==> src/eifkm_pkg.sv <==
// Constants, register map and sense decoding for the external request flag and key mask block
// Overview of operation
// - Sixteen request flags reset to zero and set on their selected sense condition.
// - Software clears a flag only with a zero write after it read the flag as one.
// - Level-low mode: exception handling clears the flag while the selected pin is high.
// - Edge modes: exception handling for that line clears its flag unless a new edge sets it in the same cycle.
// - Flag registers accept only written zeros; a written one never sets a flag.
// - Upper key mask bits gate key inputs 15..8; zero enables; reset to ones.
// - Lower key mask bits gate key inputs 7..0; all reset to one except bit six.
// - Wake event mask bits gate wake inputs 15..8; zero enables; reset to ones.
// - Compatible mode: key mask bit six also gates request line six; resets to zero.
// - Extended mode: key mask bit six becomes one and stops gating line six.
// - Compatible mode: request-seven pin ignored while any upper key mask bit is zero.
// - Compatible mode: the alternate line-six pin never produces a request.
// - Extended mode: the alternate line-six pin sources request line six.
// - Sense field codes: 00 low, 01 falling, 10 rising, 11 both edges.
// - A pending request reaches request_pending only when its enable bit is one; irq does not use the enable bits.
package eifkm_pkg;

    // Byte offsets on the register bus
    localparam logic [7:0] OFS_FLAGS_HI  = 8'h00;
    localparam logic [7:0] OFS_FLAGS_LO  = 8'h04;
    localparam logic [7:0] OFS_KMASK_HI  = 8'h08;
    localparam logic [7:0] OFS_KMASK_LO  = 8'h0C;
    localparam logic [7:0] OFS_WMASK     = 8'h10;
    localparam logic [7:0] OFS_SENSE_HI  = 8'h14;
    localparam logic [7:0] OFS_SENSE_LO  = 8'h18;
    localparam logic [7:0] OFS_ENABLE    = 8'h1C;
    localparam logic [7:0] OFS_PIN_SEL   = 8'h20;
    localparam logic [7:0] OFS_SYSCTL    = 8'h24;
    localparam logic [7:0] OFS_IRQ_STS   = 8'h28;
    localparam logic [7:0] OFS_IRQ_MSK   = 8'h2C;

    // Field positions
    localparam int EVS_BIT      = 0;
    localparam int KMASK_SIX    = 6;
    localparam int LINE_SIX     = 6;
    localparam int LINE_SEVEN   = 7;

    // Reset values
    localparam logic [7:0]  RST_KMASK_HI = 8'hFF;
    localparam logic [7:0]  RST_KMASK_LO = 8'hBF;
    localparam logic [7:0]  RST_WMASK    = 8'hFF;
    localparam logic [15:0] RST_FLAGS    = 16'h0000;
    localparam logic [15:0] RST_SENSE    = 16'h0000;
    localparam logic [15:0] RST_ENABLE   = 16'h0000;
    localparam logic [15:0] RST_PIN_SEL  = 16'h0000;
    localparam logic [15:0] RST_PIN_IDLE = 16'hFFFF;
    localparam logic [15:0] PIN_SEL_WMSK = 16'hFF80;

    // Sense field codes
    localparam logic [1:0] SENSE_LOW  = 2'h0;
    localparam logic [1:0] SENSE_FALL = 2'h1;
    localparam logic [1:0] SENSE_RISE = 2'h2;
    localparam logic [1:0] SENSE_BOTH = 2'h3;

    // Request detect on an active-low pin, previous and present sample
    function automatic logic eifkm_detect(input logic [1:0] mode, input logic prev_n,
                                          input logic cur_n);
        case (mode)
            SENSE_LOW:  eifkm_detect = ~cur_n;
            SENSE_FALL: eifkm_detect = prev_n & ~cur_n;
            SENSE_RISE: eifkm_detect = ~prev_n & cur_n;
            default:    eifkm_detect = prev_n ^ cur_n;
        endcase
    endfunction : eifkm_detect

endpackage : eifkm_pkg

==> src/eifkm_core.sv <==
// External request flags, key and wake masks, with Avalon-MM register slave
`timescale 1ns/100ps
module eifkm_core (
    // Clock and reset
    input  wire logic        core_clk,
    input  wire logic        nrst,
    // Avalon-MM slave
    input  wire logic [7:0]  avs_address,
    input  wire logic        avs_read,
    input  wire logic        avs_write,
    input  wire logic [31:0] avs_writedata,
    output logic      [31:0] avs_readdata,
    output logic             avs_waitrequest,
    // Request pins, active low
    input  wire logic [15:0] primary_request_pin_n,
    input  wire logic [15:6] alternate_request_pin_n,
    input  wire logic [15:0] key_sense_input_n,
    input  wire logic [15:8] wake_event_input_n,
    // Exception handling acknowledge
    input  wire logic        exc_ack,
    input  wire logic [3:0]  exc_line,
    // Processor side
    output logic      [15:0] request_pending,
    output logic      [15:0] key_sense_hit,
    output logic      [15:8] wake_event_hit,
    output logic             irq
);

    // Register state
    logic [15:0] flag_q;
    logic [15:0] rd_seen_q;
    logic [7:0]  kmask_hi_q;
    logic [7:0]  kmask_lo_q;
    logic [7:0]  wmask_q;
    logic [15:0] sense_hi_q;
    logic [15:0] sense_lo_q;
    logic [15:0] enable_q;
    logic [15:0] pin_sel_q;
    logic        evs_q;
    logic [15:0] sts_q;
    logic [15:0] msk_q;
    logic [15:0] prev_n_q;
    logic        ack_q;
    logic [31:0] rdata_q;
    logic [15:0] key_hit_q;
    logic [7:0]  wake_hit_q;

    // Bus decode; one wait state lets read data come from a flop
    wire         req     = avs_read | avs_write;
    wire         wr_acc  = avs_write & ack_q;
    wire         rd_acc  = avs_read & ack_q;
    wire         sel_fhi = avs_address == eifkm_pkg::OFS_FLAGS_HI;
    wire         sel_flo = avs_address == eifkm_pkg::OFS_FLAGS_LO;
    wire         sel_kmh = avs_address == eifkm_pkg::OFS_KMASK_HI;
    wire         sel_kml = avs_address == eifkm_pkg::OFS_KMASK_LO;
    wire         sel_wm  = avs_address == eifkm_pkg::OFS_WMASK;
    wire         sel_sh  = avs_address == eifkm_pkg::OFS_SENSE_HI;
    wire         sel_sl  = avs_address == eifkm_pkg::OFS_SENSE_LO;
    wire         sel_en  = avs_address == eifkm_pkg::OFS_ENABLE;
    wire         sel_ps  = avs_address == eifkm_pkg::OFS_PIN_SEL;
    wire         sel_sc  = avs_address == eifkm_pkg::OFS_SYSCTL;
    wire         sel_is  = avs_address == eifkm_pkg::OFS_IRQ_STS;
    wire         sel_im  = avs_address == eifkm_pkg::OFS_IRQ_MSK;
    wire [7:0]   wbyte   = avs_writedata[7:0];
    wire [15:0]  whalf   = avs_writedata[15:0];

    assign avs_waitrequest = req & ~ack_q;
    assign avs_readdata    = rdata_q;

    // Read mux; unmapped offsets read zero
    wire [31:0] rd_mux =
        sel_fhi ? {24'h000000, flag_q[15:8]} :
        sel_flo ? {24'h000000, flag_q[7:0]} :
        sel_kmh ? {24'h000000, kmask_hi_q} :
        sel_kml ? {24'h000000, kmask_lo_q} :
        sel_wm  ? {24'h000000, wmask_q} :
        sel_sh  ? {16'h0000, sense_hi_q} :
        sel_sl  ? {16'h0000, sense_lo_q} :
        sel_en  ? {16'h0000, enable_q} :
        sel_ps  ? {16'h0000, pin_sel_q} :
        sel_sc  ? {31'h0, evs_q} :
        sel_is  ? {16'h0000, sts_q} :
        sel_im  ? {16'h0000, msk_q} : 32'h00000000;

    // Line sources, active low; key groups fold onto lines six and seven in compatible mode only
    wire [15:0] sel_pin_n = (pin_sel_q & {alternate_request_pin_n, 6'h3F})
                          | (~pin_sel_q & primary_request_pin_n);
    wire        key_lo_n  = &(key_sense_input_n[7:0] | kmask_lo_q);
    wire        key_hi_n  = &(key_sense_input_n[15:8] | kmask_hi_q);
    wire        kh_all    = &kmask_hi_q;
    // Compatible mode: primary seven dropped once any upper key is enabled
    wire        src7_n    = evs_q ? sel_pin_n[eifkm_pkg::LINE_SEVEN] :
                            (kh_all ? primary_request_pin_n[eifkm_pkg::LINE_SEVEN] : key_hi_n);
    // Alternate six only counts in extended mode
    wire        src6_n    = evs_q ? alternate_request_pin_n[eifkm_pkg::LINE_SIX] :
                            (primary_request_pin_n[eifkm_pkg::LINE_SIX] & key_lo_n);
    wire [15:0] src_n     = {sel_pin_n[15:8], src7_n, src6_n, primary_request_pin_n[5:0]};
    wire [31:0] sense_all = {sense_hi_q, sense_lo_q};

    // Software clears: zero written to a flag already read as one
    wire [15:0] wr_zero  = {(wr_acc & sel_fhi) ? ~wbyte : 8'h00,
                            (wr_acc & sel_flo) ? ~wbyte : 8'h00};
    wire [15:0] rd_one   = {(rd_acc & sel_fhi) ? rdata_q[7:0] : 8'h00,
                            (rd_acc & sel_flo) ? rdata_q[7:0] : 8'h00};
    wire [15:0] sw_clr   = wr_zero & rd_seen_q;

    // Per-line detect and exception-handling clear
    logic [15:0] set_ev;
    logic [15:0] exc_clr;
    always_comb begin
        for (int n = 0; n < 16; n++) begin
            set_ev[n]  = eifkm_pkg::eifkm_detect(sense_all[2*n +: 2], prev_n_q[n], src_n[n]);
            exc_clr[n] = exc_ack && (exc_line == n[3:0]) &&
                         ((sense_all[2*n +: 2] != eifkm_pkg::SENSE_LOW) || src_n[n]);
        end
    end

    // Set wins over any clear in the same cycle
    wire [15:0] flag_d    = set_ev | (flag_q & ~(sw_clr | exc_clr));
    wire [15:0] rd_seen_d = (rd_seen_q | rd_one) & flag_d;
    wire [15:0] new_ev    = set_ev & ~flag_q;
    wire [15:0] sts_w1c   = (wr_acc & sel_is) ? whalf : 16'h0000;
    wire [15:0] sts_d     = new_ev | (sts_q & ~sts_w1c);

    // Key mask six gates line six only in compatible mode
    wire [15:0] kgate     = {9'h000, ~evs_q & kmask_lo_q[eifkm_pkg::KMASK_SIX], 6'h00};
    assign request_pending = flag_q & enable_q & ~kgate;
    assign key_sense_hit   = key_hit_q;
    assign wake_event_hit  = wake_hit_q;
    assign irq             = |(sts_q & msk_q);

    // Switching to extended mode forces mask six high
    wire evs_rise = wr_acc & sel_sc & avs_writedata[eifkm_pkg::EVS_BIT] & ~evs_q;

    // Bus handshake and read data capture
    always_ff @(posedge core_clk) begin
        if (!nrst) begin
            ack_q   <= 1'b0;
            rdata_q <= 32'h00000000;
        end else begin
            ack_q <= req & ~ack_q;
            if (avs_read && !ack_q) begin
                rdata_q <= rd_mux;
            end
        end
    end

    // Flags, read record, pin history
    always_ff @(posedge core_clk) begin
        if (!nrst) begin
            flag_q    <= eifkm_pkg::RST_FLAGS;
            rd_seen_q <= eifkm_pkg::RST_FLAGS;
            prev_n_q  <= eifkm_pkg::RST_PIN_IDLE;
        end else begin
            flag_q    <= flag_d;
            rd_seen_q <= rd_seen_d;
            prev_n_q  <= src_n;
        end
    end

    // Key and wake masks, reset to disabled except key mask bit six
    always_ff @(posedge core_clk) begin
        if (!nrst) begin
            kmask_hi_q <= eifkm_pkg::RST_KMASK_HI;
            kmask_lo_q <= eifkm_pkg::RST_KMASK_LO;
            wmask_q    <= eifkm_pkg::RST_WMASK;
        end else begin
            if (wr_acc && sel_kmh) begin
                kmask_hi_q <= wbyte;
            end
            if (wr_acc && sel_kml) begin
                kmask_lo_q <= wbyte;
            end else if (evs_rise) begin
                kmask_lo_q[eifkm_pkg::KMASK_SIX] <= 1'b1;
            end
            if (wr_acc && sel_wm) begin
                wmask_q <= wbyte;
            end
        end
    end

    // Sense, enable, pin select, mode
    always_ff @(posedge core_clk) begin
        if (!nrst) begin
            sense_hi_q <= eifkm_pkg::RST_SENSE;
            sense_lo_q <= eifkm_pkg::RST_SENSE;
            enable_q   <= eifkm_pkg::RST_ENABLE;
            pin_sel_q  <= eifkm_pkg::RST_PIN_SEL;
            evs_q      <= 1'b0;
        end else begin
            if (wr_acc && sel_sh) begin
                sense_hi_q <= whalf;
            end
            if (wr_acc && sel_sl) begin
                sense_lo_q <= whalf; // software keeps lines 6/7 low or falling
            end
            if (wr_acc && sel_en) begin
                enable_q <= whalf;
            end
            if (wr_acc && sel_ps) begin
                pin_sel_q <= whalf & eifkm_pkg::PIN_SEL_WMSK;
            end
            if (wr_acc && sel_sc) begin
                evs_q <= avs_writedata[eifkm_pkg::EVS_BIT];
            end
        end
    end

    // Event status, mask, and masked key/wake levels
    always_ff @(posedge core_clk) begin
        if (!nrst) begin
            sts_q      <= 16'h0000;
            msk_q      <= 16'h0000;
            key_hit_q  <= 16'h0000;
            wake_hit_q <= 8'h00;
        end else begin
            sts_q      <= sts_d;
            key_hit_q  <= ~key_sense_input_n & ~{kmask_hi_q, kmask_lo_q};
            wake_hit_q <= ~wake_event_input_n & ~wmask_q;
            if (wr_acc && sel_im) begin
                msk_q <= whalf;
            end
        end
    end
endmodule : eifkm_core

==> config.mk <==
export PLATFORM = sky130hd
export DESIGN_NAME = eifkm_core
export DESIGN_NICKNAME = d
export VERILOG_FILES = /design/src/eifkm_pkg.sv /design/src/eifkm_core.sv
export SDC_FILE = /design/constraint.sdc
export NUM_CORES = 1
export LEC_CHECK = 0
export BUFFER_PORTS_ARGS = -buffer_cell sky130_fd_sc_hd__clkbuf_2
export CORE_ASPECT_RATIO = 1.1
export CORE_MARGIN = 1
export CORE_UTILIZATION = 51
export CTS_CLUSTER_SIZE = 28
export DETAILED_ROUTE_END_ITERATION = 7
export PLACE_DENSITY = 0.76
export SLEW_MARGIN = 30
export SYNTH_ARGS = -nofsm -noshare
export SYNTH_HDL_FRONTEND = slang
export SYNTH_SLANG_ARGS = --single-unit
==> constraint.sdc <==
create_clock -name core_clk -period 2.4 [get_ports core_clk]
set_clock_uncertainty 0.15 [all_clocks]
set_input_delay 0.12 -clock core_clk [delete_from_list [all_inputs] [get_ports core_clk]]
set_output_delay 0.12 -clock core_clk [all_outputs]
set_load 0.02 [all_outputs]
; After elaboration in Yosys (flattened, before gate mapping)
; Cells that the tools add are included.
[word_totals]
regBits = 219
input_bits = 99
out_inout_bits = 74
word_cells = 337
[op_classes]
n_eq_ne = 58
muxes = 38
bitwise = 125
reduce_logical = 98
[op_table]
columns = operator, n
row1 = $mux W16, 13
row2 = $and A16 B16 Y16, 11
row3 = $not A16 Y16, 6
row4 = $or A16 B16 Y16, 5
row5 = $pmux W1 S3, 16
row6 = $and A1 B1 Y1, 45
row7 = $logic_and A1 B1 Y1, 42
row8 = $not A1 Y1, 34
row9 = $reduce_bool A2 Y1, 17
row10 = $eq A2 B1 Y1 const B, 16
row11 = $eq A2 B2 Y1 const B, 16
row12 = $eq A4 B4 Y1 const B, 8
row13 = $eq A8 B5 Y1 const B, 4
row14 = $eq A8 B6 Y1 const B, 4
row15 = $logic_not A2 Y1, 16
row16 = $mux W8, 4
row17 = $not A8 Y8, 3
row18 = $reduce_and A8 Y1, 3
row19 = $eq A4 B3 Y1 const B, 4
row20 = $eq A8 B4 Y1 const B, 2
row21 = $logic_or A1 B1 Y1, 16
row22 = $not A7 Y16, 1
row23 = $or A8 B8 Y8, 2
row24 = $reduce_or A16 Y1, 1
row25 = 10 further kinds, 30

; Longest topological paths before layout
[depth]
ltp_word = 13
mapped_depth = 10
ltp_nobuf = 10

; Worst setup path before layout
; Ideal clock, no wire load.
[synth_path]
path_kind = reg2reg
from = register kmask_hi_q[6]
to = register sts_q[7]
setup_time_ps = 117
t_arrival_ps = 2035
required_time_ps = 2133
setup_slack_ps = 98
path_stages_with_launch = 9
n_path_buf = 0
synth_period_minus_slack_ps = 2302
cell_sequence = dfxtp_1 nand4_1 or2_2 a31oi_1 inv_1 ha_1 inv_1 mux4_2 a32o_1
[synth_via]
elab_chain_len = 9
word_cells_on_any_way = 12
classes_between = mux: 3 / bitwise: 7 / reduce/logical: 2
[synth_lines]
columns = item, line_no
row1 = "start, declared", eifkm_core.sv:32  ; logic [7:0] kmask_hi_q;
row2 = "start signal, assigned", eifkm_core.sv:164  ; kmask_hi_q <= eifkm_pkg::RST_KMASK_HI;
row3 = "start signal, assigned", eifkm_core.sv:169  ; kmask_hi_q <= wbyte;
row4 = $or A8 B8 Y8, eifkm_core.sv:89  ; wire key_hi_n = &(key_sense_input_n[15:8] | kmask_hi_q);
row5 = $reduce_and A8 Y1, eifkm_core.sv:89
row6 = $mux W1 (*), eifkm_core.sv:93  ; (kh_all ? primary_request_pin_n[eifkm_pkg::LINE_SEVEN] : key_hi_n);
row7 = $mux W1 (*), eifkm_core.sv:92  ; wire src7_n = evs_q ? sel_pin_n[eifkm_pkg::LINE_SEVEN] :
row8 = net src7_n, eifkm_core.sv:92
row9 = $not A1 Y1, "eifkm_pkg.sv:61, eifkm_pkg.sv:62"
row10 = $and A1 B1 Y1, eifkm_pkg.sv:62  ; SENSE_FALL: eifkm_detect = prev_n & ~cur_n;
row11 = $pmux W1 S3 (*), eifkm_pkg.sv:60  ; case (mode)
row12 = $and A16 B16 Y16 (*), eifkm_core.sv:121  ; wire [15:0] new_ev = set_ev & ~flag_q;
row13 = $or A16 B16 Y16 (*), eifkm_core.sv:123  ; wire [15:0] sts_d = new_ev | (sts_q & ~sts_w1c);
row14 = "end signal, assigned", eifkm_core.sv:217  ; sts_q <= sts_d;
row15 = "end, declared", eifkm_core.sv:40  ; logic [15:0] sts_q;
; Mark *: on every way through the listed nets, which the timed path passes. The rest lies on a longest branch.
; A chain may end at the register's enable or synchronous reset.

; Worst setup path after layout
[layout_path]
from = register kmask_hi_q[5]
to = register rd_seen_q[7]
[layout_via]
elab_chain_len = 11
word_cells_on_any_way = 17
classes_between = mux: 3 / bitwise: 10 / reduce/logical: 4
[layout_lines]
columns = item, line_no
row1 = $or A8 B8 Y8, eifkm_core.sv:89
row2 = $reduce_and A8 Y1, eifkm_core.sv:89
row3 = $mux W1 (*), eifkm_core.sv:93
row4 = $mux W1 (*), eifkm_core.sv:92
row5 = $logic_or A1 B1 Y1, eifkm_core.sv:114  ; ((sense_all[2*n +: 2] != eifkm_pkg::SENSE_LOW) || src_n[n]);
row6 = $logic_and A1 B1 Y1, eifkm_core.sv:113  ; exc_clr[n] = exc_ack && (exc_line == n[3:0]) &&
row7 = $or A16 B16 Y16, eifkm_core.sv:119  ; wire [15:0] flag_d = set_ev | (flag_q & ~(sw_clr | exc_clr));
row8 = $not A16 Y16, eifkm_core.sv:119
row9 = $and A16 B16 Y16, eifkm_core.sv:119
row10 = $or A16 B16 Y16 (*), eifkm_core.sv:119
row11 = $and A16 B16 Y16 (*), eifkm_core.sv:120  ; wire [15:0] rd_seen_d = (rd_seen_q | rd_one) & flag_d;
row12 = "end signal, assigned", eifkm_core.sv:152  ; rd_seen_q <= eifkm_pkg::RST_FLAGS;
row13 = "end signal, assigned", eifkm_core.sv:156  ; rd_seen_q <= rd_seen_d;
row14 = "end, declared", eifkm_core.sv:31  ; logic [15:0] rd_seen_q;
; Mark *: on every way between the ends. The rest lies on a longest branch, timed or not.

==> flow_summary.toml <==
[timing]
fin_hold_ws_ns = 0.0211
fmax_mhz = 428
hold_violations = 0
period_needed_ns = 2.34
postLayoutSetupSlackWorst_ns = 0.0615
slew_violations = 0
worst_pin_slew_ns = 0.943
finalSetupViolCount = 0
fin_crit_sh = 0.974
relSlewSlack = 0.370

[synth]
yosys.area.top_type = "dfxtp_1"
synth_edf_count = 0
yosysSeqAreaShare = 0.401
synthCells = 1118
synth_top_area_share = 0.401
synth-seq-cells = 203
dominantRegCellSynth = "dfxtp_1"
synth_area_per_cell_um2 = 9.07
ys_top_cells_by_area = "dfxtp_1 40%, mux2i_1 11%, nor2_1 4.7%"
async_flop_share = 0
ys_types = 73
syn_area_um2 = 10100
yosysWarnings = 0

[placement]
port_buffers = 140
hpwl_mm = 24.5
dpl_cell_area_um2 = 11400
placedCellCount = 1504
place_congestion = 0.984
place_ws_ns = 0.0376

[power_and_ir_drop]
peakVddDrop_v = 0.000733
swShare = 0.245
netSwitchingPower_mw = 1.90
p_seq_frac = 0.450
combPwrFrac = 0.099
p_leak_nw = 5.24
power_density_nw_per_um2 = 606
p_int_mw = 5.87
p_clk_frac = 0.450

[floorplan]
initial_core_util = 0.525
dieArea_um2 = 20400
pin_count = 173
die_w_um = 136
fp.dieH_um = 150
rows = 53
core-area_um2 = 19300

[worst_setup_path]
worst-setup-path-type = "flop to flop"
path_max_fanout = 4
crit_path_start_kind = "flop"
cp-end-kind = "flop"
crit_required_ns = 2.65
crit_arrival_ns = 2.59
ff2ff_path_depth = 8

[clock_tree]
root_buffer = "clkbuf_16"
cts_tree = "done"
cts-buffers-inserted = 22
clock_latency_ns = 0.51
clk_pin_slew_ns = 0.06
cts.path.max_buffers = 3
numClockSinks = 203
htreeDepth = 1

[detailed_routing]
dr.pass1.iters = 6
ant_nets = 0
wl_per_cell_um = 21.7
dr_total_vias = 9705
drt_iter0_markers = 1064
wl_mm = 35.0
drc_errors = 0
via_per_inst = 6.02

[layout]
antenna_cells = 0
final_cell_mix = "199 x dfxtp_1, 140 x clkbuf_2, 128 x nor2_1, 108 x mux2i_1, 90 x nand2_1"
drive_gt1_frac = 0.214
final_cell_area_um2 = 12800
nets = 1480
area_growth_pct = 26.5
layout_commonest_cell = "dfxtp_1"
final-instance-count-excl-fill = 1611

[job]
drv_cap = 0

[global_routing]
grt_antenna_before_repair = 0
grt-ovfl-total = 0
grt_usage = 0.341
grt_pass1_wl_mm = 52.4
grt_max_degree = 82
grt_pass1_vias = 9196

[min_path]
holdPathStages = 5
worstHoldPathType = "input port to flop"

[status]
status = "complete, no violations"
state kept, by name (all words and copies together) (netlist names), 9 cells and up:
signal / cells
flag_q: 16
sense_lo_q: 16
msk_q: 16
sts_q: 16
enable_q: 16
key_sense_hit: 16
pin_sel_q: 9
avs_readdata: 16
rd_seen_q: 16
prev_n_q: 16
sense_hi_q: 16
cells in the mapped netlist, types with 12 or more instances:
| master | n |
|---|---|
| dfxtp_1 | 203 |
| nor2_1 | 128 |
| mux2i_1 | 110 |
| nand2_1 | 90 |
| inv_1 | 66 |
| a21oi_1 | 56 |
| clkbuf_1 | 40 |
| nor3_1 | 40 |
| ha_1 | 32 |
| nor2b_1 | 28 |
| o21ai_0 | 24 |
| buf_4 | 20 |
| nand3_1 | 19 |
| a22oi_1 | 17 |
| and2_1 | 16 |
| mux4_2 | 15 |
| nand2b_1 | 14 |
| o22ai_1 | 14 |
| a22o_1 | 12 |
worst paths after layout:
| path | slack [ns] | end | start |
|---|---|---|---|
| max | 0.06 | rd_seen_q[7] | kmask_hi_q[5] |
| min | 0.02 | flag_q[9] | exc_line[2] |
| min reg2reg | 0.31 | key_sense_hit[9] | kmask_hi_q[1] |
| max reg2reg | 0.06 | rd_seen_q[7] | kmask_hi_q[5] |
power groups by stage:
stage          sequential [mW]  combinational, mW  clock [mW]
3_3_place_gp              3.57              0.648           0
3_5_place_dp              3.57              0.661           0
2_1_floorplan             3.54              0.401           0
6_report                  3.50              0.771        3.50
5_1_grt                   3.50              0.825        3.66
4_1_cts                   3.50              0.748        3.52
through the flow:
| stage | TNS, ns | utilization | power [mW] |
|---|---|---|---|
| 2_1_floorplan | 0 | - | 3.94 |
| 3_3_place_gp | 0 | 0.589 | 4.22 |
| 3_5_place_dp | 0 | 0.589 | 4.23 |
| 4_1_cts | 0 | 0.661 | 7.76 |
| 5_1_grt | -0.0443 | 0.665 | 7.99 |
| 6_report | 0 | 0.665 | 7.78 |
per-layer routing:
metal  share of wire  GRT usage  wire (um)  vias up
li1                -          -          -     4409
met3           0.087     0.0474       3040      144
met4           0.079      0.237       2770        0
met2            0.45      0.543      15700      568
met1            0.39      0.425      13500     4584
met5               0          0          0        -
cells by family (layout without fill, tap and decap cells):
kind of cell | after synthesis | count (layout) | share of synthesized area
other | 1 | 16 | 0.000370
muxes | 133 | 133 | 0.151
AOI/OAI and AO/OA | 225 | 225 | 0.157
DFF | 203 | 203 | 0.401
buffers and inverters | 143 | 374 | 0.0638
adders and majority gates | 32 | 32 | 0.0395
and+or+nand+nor | 381 | 381 | 0.188
critical path, cell delays in order (launching register included):
cell and delay, ns:
dfxtp_1 0.34, buf_4 0.14, o22ai_1 0.07, nor4_2 0.34, a31oi_4 0.16, buf_4 0.16, ha_1 0.16, mux4_2 0.48
o211a_1 0.23
area by class of cell:
| cell class | instances | area, um^2 |
|---|---|---|
| flip-flops and latches | 203 | 4070 |
| clock buffers | 35 | 671 |
| repair buffers | 268 | 1930 |
| inverters | 67 | 254 |
| multi-input cells | 787 | 5520 |
| well taps | 247 | 309 |
| clock inverters | 4 | 73.8 |
| fillers | 1585 | 6470 |
what timing repair did:
item | CTS | global route
gates resized for setup | 0 | 11
buffers inserted | 0 | 2
hold buffers | 65 | 1
endpoints found under the hold margin | 127 | 1
setup endpoints to repair | 0 | 9
No activity file was read; power rests on OpenSTA's default activity.
